<file path="src/csa_cfg.svh">
// register map, field positions and reset values of the scan block
`ifndef CSA_CFG_SVH
`define CSA_CFG_SVH

// ************************************************************
// register byte offsets
// ************************************************************
`define CSA_OFS_CONFIG     8'h00
`define CSA_OFS_CONTROL    8'h04
`define CSA_OFS_MUX        8'h08
`define CSA_OFS_SCAN_START 8'h0C
`define CSA_OFS_SCAN_END   8'h10
`define CSA_OFS_IRQ_EN_TWO 8'h14
`define CSA_OFS_STATUS     8'h18
`define CSA_OFS_MASK       8'h1C
`define CSA_OFS_ANALOG     8'h20

// ************************************************************
// field positions
// ************************************************************
`define CSA_CFG_SRC_LSB    4
`define CSA_CFG_SRC_MSB    6
`define CSA_CFG_ACC_LSB    0
`define CSA_CFG_ACC_MSB    1
`define CSA_CTL_BUSY       0
`define CSA_IEN_DONE       0
`define CSA_ST_DONE        0
`define CSA_ST_GT          1

// ************************************************************
// reset values
// ************************************************************
`define CSA_RST_CONFIG     8'h00
`define CSA_RST_STATUS     2'h0
`define CSA_RST_MASK       2'h0

`endif

</file>
<file path="src/csa_pkg.sv">
// types shared by the scan control block
`default_nettype none
package csa_pkg;
  // gray codes along idle -> convert -> step
  typedef enum logic [1:0]
  {
    CSA_IDLE = 2'b00,
    CSA_CONV = 2'b01,
    CSA_STEP = 2'b11
  } csa_state_e;

  typedef enum logic [2:0]
  {
    CSA_SRC_BUSY  = 3'h0,
    CSA_SRC_TMR0  = 3'h1,
    CSA_SRC_TMR2  = 3'h2,
    CSA_SRC_TMR1  = 3'h3,
    CSA_SRC_CONT  = 3'h4,
    CSA_SRC_CONT5 = 3'h5,
    CSA_SRC_CONT6 = 3'h6,
    CSA_SRC_SCAN  = 3'h7
  } csa_src_e;
endpackage
`default_nettype wire

</file>
<file path="src/csa_scan_ctrl.sv">
// start-source selection, accumulation, auto-scan and bus slave
//
// Notes on behaviour
// - three-bit field picks conversion start source
// - continuous modes wait for busy bit set
// - done interrupt only with enable bit set
// - complete flagged after last accumulated conversion; the code sets the done status bit only while the enable bit is set
// - code all ones enables auto-scan
// - scan-start write copies into mux select
// - busy write one starts auto-scan
// - after accumulation step to next analog pin
// - stepping continues until mux equals end
// - after end channel reload start channel
// - each selected channel converted regardless
// - auto-scan keeps running in suspend
// - greater-than event in suspend wakes device
//
// Design decisions made here: register access over AHB-Lite and the register addresses.
`include "csa_cfg.svh"
`default_nettype none
module csa_scan_ctrl #(
  parameter int NCH = 16
) (
  // clock and reset
  input  wire logic        hclk,
  input  wire logic        hresetn,
  // ahb-lite slave
  input  wire logic        hsel,
  input  wire logic [31:0] haddr,
  input  wire logic [1:0]  htrans,
  input  wire logic        hwrite,
  input  wire logic [2:0]  hsize,
  input  wire logic [31:0] hwdata,
  input  wire logic        hready,
  output logic             hreadyout,
  output logic             hresp,
  output logic [31:0]      hrdata,
  // timer overflows, one-cycle pulses on hclk
  input  wire logic        tmr0_ovf,
  input  wire logic        tmr1_ovf,
  input  wire logic        tmr2_ovf,
  // measurement front end
  output logic             conv_start,
  output logic [3:0]       channel_mux_select,
  input  wire logic        conv_done,
  input  wire logic        gt_event,
  // power management
  input  wire logic        suspend_mode,
  output logic             wake_req,
  // interrupt
  output logic             irq
);
  import csa_pkg::*;

  initial
  begin
    if (NCH < 2 || NCH > 16)
      $error("NCH must lie in 2..16");
  end

  // ************************************************************
  // helper functions
  // ************************************************************
  function automatic logic [3:0] acc_last(input logic [1:0] code);
    // index of the last conversion of an accumulation: 0,3,7,15 for 1,4,8,16
    unique case (code)
      2'h0: acc_last = 4'h0;
      2'h1: acc_last = 4'h3;
      2'h2: acc_last = 4'h7;
      2'h3: acc_last = 4'hF;
    endcase
  endfunction

  // next analog channel above cur, stopping at the end channel
  function automatic logic [3:0] next_chan(input logic [3:0]  cur,
                                           input logic [3:0]  fin,
                                           input logic [3:0]  first,
                                           input logic [15:0] ana);
    logic       found;
    logic [3:0] res;
    found = 1'b0;
    res   = first;
    for (int i = 0; i < NCH; i++)
    begin
      if (!found && i > cur && (ana[i] || i == fin))
      begin
        found = 1'b1;
        res   = i[3:0];
      end
    end
    next_chan = res;
  endfunction

  // ************************************************************
  // bus address phase capture
  // ************************************************************
  logic       dp_wr_reg;
  logic       dp_rd_reg;
  logic [7:0] dp_addr_reg;

  wire logic ap_valid = hsel && hready && htrans[1];

  always_ff @(posedge hclk or negedge hresetn)
  begin
    if (!hresetn)
    begin
      dp_wr_reg   <= 1'b0;
      dp_rd_reg   <= 1'b0;
      dp_addr_reg <= 8'h00;
    end
    else
    begin
      dp_wr_reg   <= ap_valid && hwrite;
      dp_rd_reg   <= ap_valid && !hwrite;
      dp_addr_reg <= haddr[7:0];
    end
  end

  assign hreadyout = 1'b1;
  assign hresp     = 1'b0;

  wire logic wr_config  = dp_wr_reg && dp_addr_reg == `CSA_OFS_CONFIG;
  wire logic wr_control = dp_wr_reg && dp_addr_reg == `CSA_OFS_CONTROL;
  wire logic wr_mux     = dp_wr_reg && dp_addr_reg == `CSA_OFS_MUX;
  wire logic wr_sstart  = dp_wr_reg && dp_addr_reg == `CSA_OFS_SCAN_START;
  wire logic wr_send    = dp_wr_reg && dp_addr_reg == `CSA_OFS_SCAN_END;
  wire logic wr_ien     = dp_wr_reg && dp_addr_reg == `CSA_OFS_IRQ_EN_TWO;
  wire logic wr_mask    = dp_wr_reg && dp_addr_reg == `CSA_OFS_MASK;
  wire logic wr_analog  = dp_wr_reg && dp_addr_reg == `CSA_OFS_ANALOG;
  wire logic rd_status  = dp_rd_reg && dp_addr_reg == `CSA_OFS_STATUS;

  // ************************************************************
  // software registers
  // ************************************************************
  logic [7:0]  config_reg;
  logic [3:0]  sstart_reg;
  logic [3:0]  send_reg;
  logic        ien_reg;
  logic [1:0]  mask_reg;
  logic [15:0] analog_reg;

  always_ff @(posedge hclk or negedge hresetn)
  begin
    if (!hresetn)
    begin
      config_reg <= `CSA_RST_CONFIG;
      sstart_reg <= 4'h0;
      send_reg   <= 4'h0;
      ien_reg    <= 1'b0;
      mask_reg   <= `CSA_RST_MASK;
      analog_reg <= 16'h0000;
    end
    else
    begin
      if (wr_config)
        config_reg <= hwdata[7:0];
      if (wr_sstart)
        sstart_reg <= hwdata[3:0];
      if (wr_send)
        send_reg <= hwdata[3:0];
      if (wr_ien)
        ien_reg <= hwdata[`CSA_IEN_DONE];
      if (wr_mask)
        mask_reg <= hwdata[1:0];
      if (wr_analog)
        analog_reg <= hwdata[15:0];
    end
  end

  // ************************************************************
  // mode decode
  // ************************************************************
  csa_src_e  src;
  assign src = csa_src_e'(config_reg[`CSA_CFG_SRC_MSB:`CSA_CFG_SRC_LSB]);

  wire logic       scan_on  = src == CSA_SRC_SCAN;
  wire logic       cont_on  = src[2];
  wire logic [3:0] acc_end  =
    acc_last(config_reg[`CSA_CFG_ACC_MSB:`CSA_CFG_ACC_LSB]);
  wire logic       tmr_hit  =
    (src == CSA_SRC_TMR0 && tmr0_ovf) ||
    (src == CSA_SRC_TMR2 && tmr2_ovf) ||
    (src == CSA_SRC_TMR1 && tmr1_ovf);
  wire logic       busy_set = wr_control && hwdata[`CSA_CTL_BUSY];
  wire logic       busy_clr = wr_control && !hwdata[`CSA_CTL_BUSY];

  // ************************************************************
  // conversion sequencer
  // ************************************************************
  csa_state_e state_reg;
  csa_state_e state_next;
  logic       busy_reg;
  logic [3:0] acc_cnt_reg;
  logic [3:0] mux_reg;
  logic       start_reg;

  wire logic idle_go = state_reg == CSA_IDLE &&
    (tmr_hit || ((src == CSA_SRC_BUSY || cont_on) && (busy_reg || busy_set)));
  wire logic start_now = idle_go || state_reg == CSA_STEP;
  wire logic conv_fin  = state_reg == CSA_CONV && conv_done;
  wire logic done_evt  = conv_fin && acc_cnt_reg == acc_end;
  // a cleared busy bit ends continuous running after the accumulation
  wire logic keep_run  = cont_on && busy_reg && !busy_clr;
  wire logic at_end    = mux_reg == send_reg;
  wire logic [3:0] mux_step = at_end ? sstart_reg :
    next_chan(mux_reg, send_reg, sstart_reg, analog_reg);

  always_comb
  begin
    state_next = state_reg;
    unique case (state_reg)
      CSA_IDLE:
        if (start_now)
          state_next = CSA_CONV;
      CSA_CONV:
        if (conv_fin)
          state_next = (!done_evt || keep_run) ? CSA_STEP : CSA_IDLE;
      CSA_STEP:
        state_next = CSA_CONV;
      default:
        state_next = CSA_IDLE;
    endcase
  end

  always_ff @(posedge hclk or negedge hresetn)
  begin
    if (!hresetn)
    begin
      state_reg   <= CSA_IDLE;
      acc_cnt_reg <= 4'h0;
      start_reg   <= 1'b0;
    end
    else
    begin
      state_reg   <= state_next;
      start_reg   <= start_now;
      if (done_evt || state_reg == CSA_IDLE)
        acc_cnt_reg <= 4'h0;
      else if (conv_fin)
        acc_cnt_reg <= acc_cnt_reg + 4'h1;
    end
  end

  // hardware clear loses against a set in the same cycle
  always_ff @(posedge hclk or negedge hresetn)
  begin
    if (!hresetn)
      busy_reg <= 1'b0;
    else if (busy_set || tmr_hit && state_reg == CSA_IDLE)
      busy_reg <= 1'b1;
    else if (busy_clr || (done_evt && !cont_on))
      busy_reg <= 1'b0;
  end

  // scanner stepping beats software writes to the mux
  always_ff @(posedge hclk or negedge hresetn)
  begin
    if (!hresetn)
      mux_reg <= 4'h0;
    else if (done_evt && scan_on && keep_run)
      mux_reg <= mux_step;
    else if (wr_sstart && scan_on)
      mux_reg <= hwdata[3:0];
    else if (wr_mux)
      mux_reg <= hwdata[3:0];
  end

  assign conv_start         = start_reg;
  assign channel_mux_select = mux_reg;

  // ************************************************************
  // wake, status and interrupt
  // ************************************************************
  // no clock gating here, so the scan simply keeps going in suspend
  wire logic in_seq  = mux_reg >= sstart_reg && mux_reg <= send_reg;
  wire logic wake_ev = suspend_mode && scan_on && gt_event &&
    in_seq && state_reg != CSA_IDLE;
  logic       wake_reg;
  logic [1:0] status_reg;

  wire logic [1:0] st_set = {wake_ev || (gt_event && scan_on),
                             done_evt && ien_reg};

  always_ff @(posedge hclk or negedge hresetn)
  begin
    if (!hresetn)
    begin
      wake_reg   <= 1'b0;
      status_reg <= `CSA_RST_STATUS;
    end
    else
    begin
      wake_reg   <= wake_ev;
      status_reg <= (rd_status ? 2'h0 : status_reg) | st_set;
    end
  end

  assign wake_req = wake_reg;
  assign irq      = |(status_reg & mask_reg);

  // ************************************************************
  // read data
  // ************************************************************
  logic [31:0] rd_mux;
  always_comb
  begin
    unique case (dp_addr_reg)
      `CSA_OFS_CONFIG:     rd_mux = {24'h0, config_reg};
      `CSA_OFS_CONTROL:    rd_mux = {31'h0, busy_reg};
      `CSA_OFS_MUX:        rd_mux = {28'h0, mux_reg};
      `CSA_OFS_SCAN_START: rd_mux = {28'h0, sstart_reg};
      `CSA_OFS_SCAN_END:   rd_mux = {28'h0, send_reg};
      `CSA_OFS_IRQ_EN_TWO: rd_mux = {31'h0, ien_reg};
      `CSA_OFS_STATUS:     rd_mux = {30'h0, status_reg};
      `CSA_OFS_MASK:       rd_mux = {30'h0, mask_reg};
      `CSA_OFS_ANALOG:     rd_mux = {16'h0, analog_reg};
      default:             rd_mux = 32'h0000_0000;
    endcase
  end
  assign hrdata = dp_rd_reg ? rd_mux : 32'h0000_0000;
endmodule
`default_nettype wire

</file>
<file path="config.mk">
export PLATFORM = sky130hd
export DESIGN_NAME = csa_scan_ctrl
export DESIGN_NICKNAME = d
export VERILOG_FILES = /design/src/csa_pkg.sv /design/src/csa_scan_ctrl.sv
export VERILOG_INCLUDE_DIRS = /design/src
export SDC_FILE = /design/constraint.sdc
export NUM_CORES = 1
export LEC_CHECK = 0
export BUFFER_PORTS_ARGS = -buffer_cell sky130_fd_sc_hd__buf_2
export CORE_MARGIN = 2
export CORE_UTILIZATION = 45
export CTS_BUF_LIST = sky130_fd_sc_hd__clkbuf_8
export CTS_CLUSTER_SIZE = 14
export DETAILED_ROUTE_END_ITERATION = 7
export MAX_ROUTING_LAYER = met4
export PLACE_DENSITY = 0.74
export SYNTH_ARGS = -nofsm -noshare
export SYNTH_HDL_FRONTEND = slang
export SYNTH_SLANG_ARGS = --single-unit
</file>
<file path="constraint.sdc">
create_clock -name hclk -period 2 [get_ports hclk]
set_input_delay 0.4 -clock hclk [delete_from_list [all_inputs] [get_ports hclk]]
set_output_delay 0.4 -clock hclk [all_outputs]
set_load 0.01 [all_outputs]
</file>
Yosys cells after proc, flatten, opt, wreduce, memory -nomap -nowiden:

Index checks and enable logic that the tools add are counted.

* magnitude comparators: 17
* equality and inequality tests: 36
* add/sub/neg operators: 1
* reduce and logical (&&, ||, !) cells: 120
* mux-type cells: 45
* bitwise logic cells: 2

Operator list (number)
* $pmux W16 S9: 1
* $mux W4: 21
* $logic_and A1 B1 Y1: 65
* $eq A4 B4 Y1 const A: 8
* $eq A8 B5 Y1 const B: 4
* $gt A4 B4 Y1 const A: 8
* $mux W32: 1
* $logic_or A1 B1 Y1: 26
* $logic_not A1 Y1: 19
* $eq A3 B4 Y1 const A: 4
* $eq A8 B4 Y1 const B: 2
* $gt A3 B4 Y1 const A: 4
* $mux W1: 16
* $pmux W4 S4: 1
* $eq A2 B4 Y1 const A: 2
* $eq A4 B4 Y1: 2
* $eq A8 B3 Y1 const B: 1
* $eq A8 B6 Y1 const B: 1
* $gt A2 B4 Y1 const A: 2
* $logic_not A8 Y1: 1
* $mux W2: 4
* $eq A2 B2 Y1 const B: 3
* $eq A3 B2 Y1 const B: 2
* $pmux W2 S3: 1
* 17 further kinds: 22

* input bits: 80
* output and inout bits: 41
* logic and storage cells: 237
* bits in registers: 60

Depth between registers and ports, before layout:

Gate-level depths: netlist of the first run.

* depth after elaboration: 62
* gate-level depth with buffers: 9
* mapped depth without buffers: 8

Worst setup path after synthesis of the first run:

Ideal clock, no wire load.

* path kind: reg2reg
* start point: register state_reg[1]
* end point: register mux_reg[1], in the netlist channel_mux_select[1]
* arrival time: 2.055 ns
* cell stages (with the launch flop): 8
* path slack: -0.137 ns
* required time: 1.918 ns
* period minus slack after synthesis: 2.137 ns
* path buffers: 0
* library setup time: 0.082 ns
* cells stage by stage: dfrtp_1 > inv_1 > ha_1 > nand2_1 > or2_2 > nor3_1 > mux2_1 > a31oi_1

* longest elaborated chain between the ends: 6
* elaborated cells between the ends (all ways): 7
* classes of those cells: 1 x eq/ne; 1 x mux; 5 x reduce/logical

RTL lines
* from (decl): RTL line csa_scan_ctrl.sv:190 `csa_state_e state_reg;`
* from (signal assigned): RTL line csa_scan_ctrl.sv:235 `state_reg <= state_next;`
* $eq A2 B1 Y1 (*): RTL line csa_scan_ctrl.sv:200 `wire logic conv_fin = state_reg == CSA_CONV && conv_done;`
* $logic_and A1 B1 Y1 (*): RTL line csa_scan_ctrl.sv:200
* $logic_and A1 B1 Y1 (*): RTL line csa_scan_ctrl.sv:201 `wire logic done_evt = conv_fin && acc_cnt_reg == acc_end;`
* $logic_and A1 B1 Y1 (*) (2 in series): RTL line csa_scan_ctrl.sv:260 `else if (done_evt && scan_on && keep_run)`
* $reduce_bool A3 Y1 (no source line) / $mux W4 (equally long branches)
* to (signal assigned): RTL line csa_scan_ctrl.sv:261 `mux_reg <= mux_step;`
* to (signal assigned): RTL line csa_scan_ctrl.sv:263 `mux_reg <= hwdata[3:0];`
* to (signal assigned): RTL line csa_scan_ctrl.sv:265 `mux_reg <= hwdata[3:0];`
* to (decl): RTL line csa_scan_ctrl.sv:194 `logic [3:0] mux_reg;`

Every way passes the cells marked *; elsewhere a longest branch is shown, timed or not.
A chain may end at the register's enable or synchronous reset.

Worst setup path in the final report of the first run:

* start point: register dp_addr_reg[7]
* end point: output port hrdata[0]

* longest elaborated chain between the ends: 3
* elaborated cells between the ends (all ways): 11
* classes of those cells: 8 x eq/ne; 2 x mux; 1 x reduce/logical

RTL lines
* from (decl): RTL line csa_scan_ctrl.sv:99 `logic [7:0] dp_addr_reg;`
* from (signal assigned): RTL line csa_scan_ctrl.sv:115 `dp_addr_reg <= haddr[7:0];`
* $eq A8 B6 Y1, or another cell as far along: RTL line csa_scan_ctrl.sv:307 `unique case (dp_addr_reg)`
* $pmux W16 S9 (*): RTL line csa_scan_ctrl.sv:307
* $mux W32 (*): RTL line csa_scan_ctrl.sv:320 `assign hrdata = dp_rd_reg ? rd_mux : 32'h0000_0000;`
* to (decl): RTL line csa_scan_ctrl.sv:37 `output logic [31:0] hrdata,`

Marked as above.

==> results of run 1 <==
[metal layers]
metal	routed length [microns]	track usage (%)	vias up
li1	-	-	1854
met1	5290	32.9	1956
met2	6560	42.8	218
met3	950	3.62	38
met4	361	10.2	0
met5	0	-	-
[repair_timing]
item / in CTS / in global routing
gates resized for setup: 23 / 63
setup buffers: 12 / 5
setup endpoints to repair: 46 / 46
pin swaps: 7 / 22
cloned: 0 / 1
[per-stage QoR]
stage	setup WS (ns)	power (W)
after floorplan	-0.0127	0.00293
final	-0.609	0.00515
after detailed placement	-0.278	0.00394
after global routing	-0.682	0.00543
after CTS	-0.523	0.00498
after global placement	-0.197	0.00384
[layout by cell type (no fill, tap or decap), drive strengths merged, types with 4 or more instances in the layout]
master and instances:
a21o 4, a21oi 18, a22o 5, a22oi 13
a41oi 4, and2 8, and3 5, buf 167
clkbuf 12, conb 18, dfrtp 60, ha 13
inv 20, mux2 41, mux2i 4, nand2 21
nand3 9, nand3b 5, nand4 5, nand4b 5
nor2 27, nor3 14, nor4 6, nor4b 6
nor4bb 5, o21ai 16, o22ai 5, o31ai 4
[Yosys cell counts (6+ instances only)]
| cell type | instances | area (sq um) |
|---|---|---|
| sky130_fd_sc_hd__a21oi_1 | 17 | 85.1 |
| sky130_fd_sc_hd__buf_4 | 23 | 173 |
| sky130_fd_sc_hd__a22oi_1 | 13 | 97.6 |
| sky130_fd_sc_hd__clkbuf_1 | 6 | 22.5 |
| sky130_fd_sc_hd__mux2_2 | 35 | 394 |
| sky130_fd_sc_hd__o21ai_0 | 12 | 60.1 |
| sky130_fd_sc_hd__mux2_1 | 6 | 67.6 |
| sky130_fd_sc_hd__ha_1 | 13 | 163 |
| sky130_fd_sc_hd__nand2_1 | 20 | 75.1 |
| sky130_fd_sc_hd__nor2_1 | 27 | 101 |
| sky130_fd_sc_hd__buf_2 | 8 | 40.0 |
| sky130_fd_sc_hd__and2_1 | 8 | 50.1 |
| sky130_fd_sc_hd__nor3_1 | 11 | 55.1 |
| sky130_fd_sc_hd__inv_1 | 18 | 67.6 |
| sky130_fd_sc_hd__dfrtp_1 | 60 | 1500 |
| sky130_fd_sc_hd__nand3_1 | 9 | 45.0 |
[cell type report]
cell class	count	area (sq um)
Clock buffer	11	151
Clock inverter	4	25.0
Fill cell	674	3000
Inverter	20	77.6
Multi-Input combinational cell	317	2640
Sequential cell	60	1510
Tap cell	108	135
Timing Repair Buffer	168	1270
[how the worst max path moves through the flow]
| stage | endpoint | cells past startpoint | start | slack, ns |
|---|---|---|---|---|
| floorplan | state_reg[0]$_DFFE_PN0P_ | 6 | dp_addr_reg[6]$_DFF_PN0_ | -0.01 |
| global placement | hrdata[3] | 6 | dp_addr_reg[7]$_DFF_PN0_ | -0.20 |
| detailed placement | hrdata[0] | 7 | dp_addr_reg[6]$_DFF_PN0_ | -0.28 |
| CTS | hrdata[0] | 7 | dp_addr_reg[7]$_DFF_PN0_ | -0.52 |
| global route | hrdata[0] | 7 | dp_addr_reg[7]$_DFF_PN0_ | -0.68 |
| finish | hrdata[0] | 7 | dp_addr_reg[7]$_DFF_PN0_ | -0.61 |
[cells by family after synthesis]
group,Yosys count
multiplexers,45
XOR/XNOR,3
flip-flops,60
AND/OR/NAND/NOR,136
buffers and inverters,59
AO/OA/AOI/OAI,102
adder cells (fa/ha/maj),13
other,2
[where the power goes]
group / total (W) / switching [W] / internal, W
sequential: 0.00159 / 0.000219 / 0.00137
combinational: 0.00254 / 0.00129 / 0.00125
clock: 0.00102 / 0.000513 / 0.000506
total: 0.00515 / 0.00202 / 0.00313
==> reports/results.tsv, run 1 <==
stage	metric	value	unit
yosys	summed_instance_area_of_the_synthesized_netlist	4140	sq um
setup_path	cell_class_contributing_the_biggest_share_of_worst_path_delay	simple AND/OR/NAND/NOR gates	
detailed_routing	route.vias.total	4066	
clock_network	clk_pin_slew	0.08	ns
detailed_routing	antenna_left	0	
sta	rsz0062_at_grt	yes	
sta	timing.final.hold_violations	0	
setup_path	worstSetupStartpointType	flop	
setup_path	timing.reg2reg.setup_slack	-0.34	ns
power_and_ir_drop	power.leakage	2.69	nW
yosys	synthAdderAreaFrac	3.93	%
setup_path	critical_path.n_buffers_inverters	3	
yosys	ys_warn_count	0	
yosys	synth_ff_type	sky130_fd_sc_hd__dfrtp_1	
global_route	groute.usage.overall	26.1	%
yosys	synth_compound_area_share	18.3	%
clock_network	worst_skew_pair.late_latency	0.35	ns
global_route	largest_net_degree_at_the_start_of_global_routing	40	
yosys	synth.ff_latch_count	60	
sta	timing_max_transition_violations_final	0	
clock_network	clock_sink_count	60	
yosys	synth_xor_area_share	0.635	%
sta	maxSlewHeadroom	61.6	%
global_route	first_global_vias	3926	
layout	largest_reg_flops	16	
global_route	globalRoute.totalOverflow	0	
setup_path	cp_data_required_time	1.60	ns
die	die_width	99.9	microns
clock_network	cts_tree	done	
global_route	first_pass_grt_wire_length	19700	microns
setup_path	crit_slowest_cell	sky130_fd_sc_hd__dfrtp_2	
die	coreArea	8810	sq um
die	floorplan.initialDensity	47.0	%
yosys	synth_edf_count	0	
placement	globalplace.congestion	0.900	
setup_path	critical-path-max-stage-delay	0.46	ns
power_and_ir_drop	ir_drop	0.580	mV
layout	antenna-diode-count	0	
detailed_routing	detailedRoute.firstPassIterationCount	6	
setup_path	worst-setup-path-type	flop to output port	
sta	fmaxAchievable	383	MHz
yosys	postSynth.asyncResetShare	100	%
placement	dpl_cell_area	5130	sq um
job	reported_max_cap_violation_count	0	
placement	port_buffers	58	
clock_network	hold_buffers	0	
die	die_y	99.9	microns
sta	totalNegativeSetupSlack	-10.02	ns
outcome	violations	setup timing	
setup_path	critical_path.reg2reg.endpoint	state_reg[0]$_DFFE_PN0P_	
global_route	initial_antenna_violation_count	0	
yosys	synthDistinctLibCells	77	
yosys	post_synth_and_or_nand_nor_area_fraction	20.4	%
detailed_routing	drt_wl_total	13200	microns
sta	worst_hold_slack	0.0454	ns
setup_path	r2r-start	dp_addr_reg[7]$_DFF_PN0_	
clock_network	cts_root_buf	sky130_fd_sc_hd__clkbuf_8	
detailed_routing	drt-vias-per-instance	5.91	
setup_path	critical_path_endpoint_category	output port	
worst_hold_path	worst_hold_path_type	primary input to async pin	
clock_network	cts_made_buffers	9	
yosys	synth_top_family_by_area	simple AND/OR/NAND/NOR gates	
layout	postLayoutCellArea	5800	sq um
layout	final_cells	688	
detailed_routing	number_of_drc_markers_after_the_initial_detailed_route_iteration	294	
sta	setup_viol	30	
die	core.rowCount	34	
sta	max_slew.worst_pin.slew	0.577	ns
setup_path	crit_chain	buf_6, or4_4, nor3_4, buf_12, a22oi_1, a21oi_1, buf_2	
sta	period_needed	2.61	ns
setup_path	arrival_time_at_the_worst_endpoint	2.21	ns
clock_network	deepest_clock_path_buffer_count	2	
layout	syn_to_final_growth	40.4	%
die	io_pins	121	
placement	dp_hpwl	9160	microns
clock_network	clock_tree.htree_level_count	3	
sta	timing.clock.skew	0.0132	ns
detailed_routing	wl_per_cell	19.1	microns
sta	final_min_period_over_clock_period	130	%
yosys	synth-seq-area-share	36.3	%
layout	fin_util	65.9	%
layout	design.final.nets	669	
power_and_ir_drop	p_per_area	887	nW/um^2
yosys	synth_cells	420	
layout	layout-drive-gt1-share	50.2	%
yosys	muxShareOfSynthArea	12.1	%
setup_path	worstRegToRegCells	8	
placement	placed_cells	657	
sta	final.setup.worst_slack	-0.609	ns
outcome	status	finished with violations	
setup_path	critPathMaxFanout	6	
die	design.die.area	9970	sq um
detailed_routing	route.detailed.drc	0	
yosys	synthesis.area_per_instance	9.85	sq um
No activity file was read; power rests on OpenSTA's default activity.
==> run 2: changes to the inputs <==
--- a/config.mk
+++ b/config.mk
@@ -8,12 +8,11 @@
 export LEC_CHECK = 0
 export BUFFER_PORTS_ARGS = -buffer_cell sky130_fd_sc_hd__buf_2
 export CORE_MARGIN = 2
-export CORE_UTILIZATION = 45
+export CORE_UTILIZATION = 37
 export CTS_BUF_LIST = sky130_fd_sc_hd__clkbuf_8
 export CTS_CLUSTER_SIZE = 14
 export DETAILED_ROUTE_END_ITERATION = 7
 export MAX_ROUTING_LAYER = met4
-export PLACE_DENSITY = 0.74
 export SYNTH_ARGS = -nofsm -noshare
 export SYNTH_HDL_FRONTEND = slang
 export SYNTH_SLANG_ARGS = --single-unit
==> reports/results.tsv, run 2 (same netlist as run 1, synthesis figures left out) <==
stage	metric	value	unit
outcome	status	finished with violations	
outcome	violations	setup timing	
sta	rsz0062_at_grt	yes	
sta	timing.clock.skew	0.00497	ns
die	io_pins	121	
global_route	groute.usage.overall	23.7	%
die	core.rowCount	38	
sta	timing_max_transition_violations_final	0	
clock_network	deepest_clock_path_buffer_count	2	
detailed_routing	number_of_drc_markers_after_the_initial_detailed_route_iteration	173	
global_route	initial_antenna_violation_count	0	
power_and_ir_drop	power_frac_seq	27.4	%
detailed_routing	drt_wl_total	13300	microns
setup_path	worst-setup-path-type	flop to output port	
layout	mostFrequentLayoutCells	sky130_fd_sc_hd__buf_4 (110), sky130_fd_sc_hd__dfrtp_1 (52), sky130_fd_sc_hd__buf_2 (52), sky130_fd_sc_hd__mux2_2 (34), sky130_fd_sc_hd__nor2_1 (23)	
layout	syn_to_final_growth	46.9	%
sta	totalNegativeSetupSlack	-9.14	ns
placement	port_buffers	58	
sta	final_min_period_over_clock_period	125	%
die	die_y	110	microns
detailed_routing	drt-vias-per-instance	5.47	
sta	max_slew.worst_pin.slew	0.568	ns
power_and_ir_drop	clkPwrFrac	23.2	%
worst_hold_path	worst_hold_path_type	primary input to async pin	
sta	maxSlewHeadroom	62.1	%
power_and_ir_drop	comb_power_share	49.4	%
clock_network	cts_root_buf	sky130_fd_sc_hd__clkbuf_8	
setup_path	cp_data_required_time	1.60	ns
setup_path	critical_path_endpoint_category	output port	
layout	fin_util	55.8	%
clock_network	clk_pin_slew	0.07	ns
setup_path	worstSetupStartpointType	flop	
sta	final.setup.worst_slack	-0.500	ns
detailed_routing	detailedRoute.firstPassIterationCount	5	
sta	period_needed	2.50	ns
detailed_routing	wl_per_cell	18.0	microns
die	floorplan.initialDensity	38.0	%
detailed_routing	route.detailed.drc	0	
global_route	first_global_vias	3974	
clock_network	clock_sink_count	60	
setup_path	worstRegToRegCells	8	
power_and_ir_drop	net-switching-power	0.00208	W
sta	setup_viol	30	
power_and_ir_drop	power.share.switching	36.6	%
layout	layout-drive-gt1-share	52.1	%
die	design.die.area	12000	sq um
layout	largest_reg_flops	16	
placement	dp_hpwl	9450	microns
global_route	globalRoute.totalOverflow	0	
layout	postLayoutCellArea	6080	sq um
clock_network	cts_tree	done	
die	die_width	110	microns
power_and_ir_drop	p_per_area	936	nW/um^2
clock_network	worst_skew_pair.late_latency	0.35	ns
global_route	first_pass_grt_wire_length	20900	microns
sta	worst_hold_slack	0.0332	ns
power_and_ir_drop	intPower	0.00361	W
global_route	largest_net_degree_at_the_start_of_global_routing	40	
clock_network	hold_buffers	0	
detailed_routing	route.vias.total	4040	
setup_path	arrival_time_at_the_worst_endpoint	2.10	ns
power_and_ir_drop	power.leakage	2.81	nW
power_and_ir_drop	ir_drop	0.538	mV
clock_network	cts_made_buffers	9	
sta	timing.final.hold_violations	0	
clock_network	clock_tree.htree_level_count	3	
sta	fmaxAchievable	400	MHz
placement	dpl_cell_area	5140	sq um
job	reported_max_cap_violation_count	0	
layout	antenna-diode-count	0	
layout	layout_commonest_cell	sky130_fd_sc_hd__buf_4	
placement	globalplace.congestion	0.887	
setup_path	critPathMaxFanout	5	
detailed_routing	antenna_left	0	
layout	design.final.nets	687	
die	coreArea	10900	sq um
[run 2: cell types whose count changed in the layout (fill, tap and decap cells not counted), sizes merged]
| cell | delta |
|---|---|
| buf | +19 |
| bufinv | +2 |
| clkinv | -2 |
| clkinvlp | -1 |
| inv | +1 |
[run 2: worst paths after layout]
path	start	slack (ns)	endpoint
max	dp_addr_reg[6]$_DFF_PN0_	-0.50	hrdata[1]
min	hresetn	0.03	acc_cnt_reg[1]$_DFFE_PN0P_
max reg2reg	dp_addr_reg[6]$_DFF_PN0_	-0.40	state_reg[0]$_DFFE_PN0P_
min reg2reg	config_reg[7]$_DFFE_PN0P_	0.52	config_reg[7]$_DFFE_PN0P_
max in group asynchronous	hresetn	1.34	send_reg[1]$_DFFE_PN0P_
min in group hclk	haddr[0]	0.15	dp_addr_reg[0]$_DFF_PN0_
[run 2: repair_timing]
| item | CTS | global route |
|---|---|---|
| setup buffers | 32 | 9 |
| resized for setup | 62 | 35 |
| endpoints found under the setup margin | 30 | 32 |
| pin swaps | 25 | 33 |
[run 2: layer usage]
layer / GRT usage, % / part of all wire [%] / vias up
met5: - / 0 / -
met4: 6.06 / 1.4 / 0
met3: 3.32 / 5.4 / 15
met2: 39.5 / 49 / 135
met1: 30.4 / 44 / 1996
li1: - / - / 1894
[run 2: power groups by stage]
stage / Clock [W] / Combinational [W] / Sequential, W
after floorplan: 0 / 0.00138 / 0.00155
after global placement: 0 / 0.00230 / 0.00161
after detailed placement: 0 / 0.00234 / 0.00162
after CTS: 0.00134 / 0.00266 / 0.00156
after global routing: 0.00141 / 0.00307 / 0.00158
final: 0.00132 / 0.00281 / 0.00156
[run 2: area by class of cell]
cell class                 instances  area (sq um)
clock buffer                      12           165
timing repair buffer             186          1390
inverter                          20          77.6
tap                              140           175
multi-input combinational        317          2680
clock inverter                     4          71.3
fill                             981          4810
sequential                        60          1510
[run 2: worst max-delay path, cell delays in order, from the launching register on]
cell                       delay (ns)
sky130_fd_sc_hd__dfrtp_1         0.39
sky130_fd_sc_hd__or4_4           0.56
sky130_fd_sc_hd__nor3_4          0.27
sky130_fd_sc_hd__buf_4           0.18
sky130_fd_sc_hd__a211oi_2        0.07
sky130_fd_sc_hd__nor2_1          0.13
sky130_fd_sc_hd__buf_2           0.15
[run 2: per-stage QoR]
step	total power (W)	cells	setup slack, ns
6_report	0.00569	739	-0.500
5_1_grt	0.00606	739	-0.591
4_1_cts	0.00556	731	-0.533
3_5_place_dp	0.00395	684	-0.270
3_3_place_gp	0.00391	684	-0.236
2_1_floorplan	0.00293	436	-0.0127
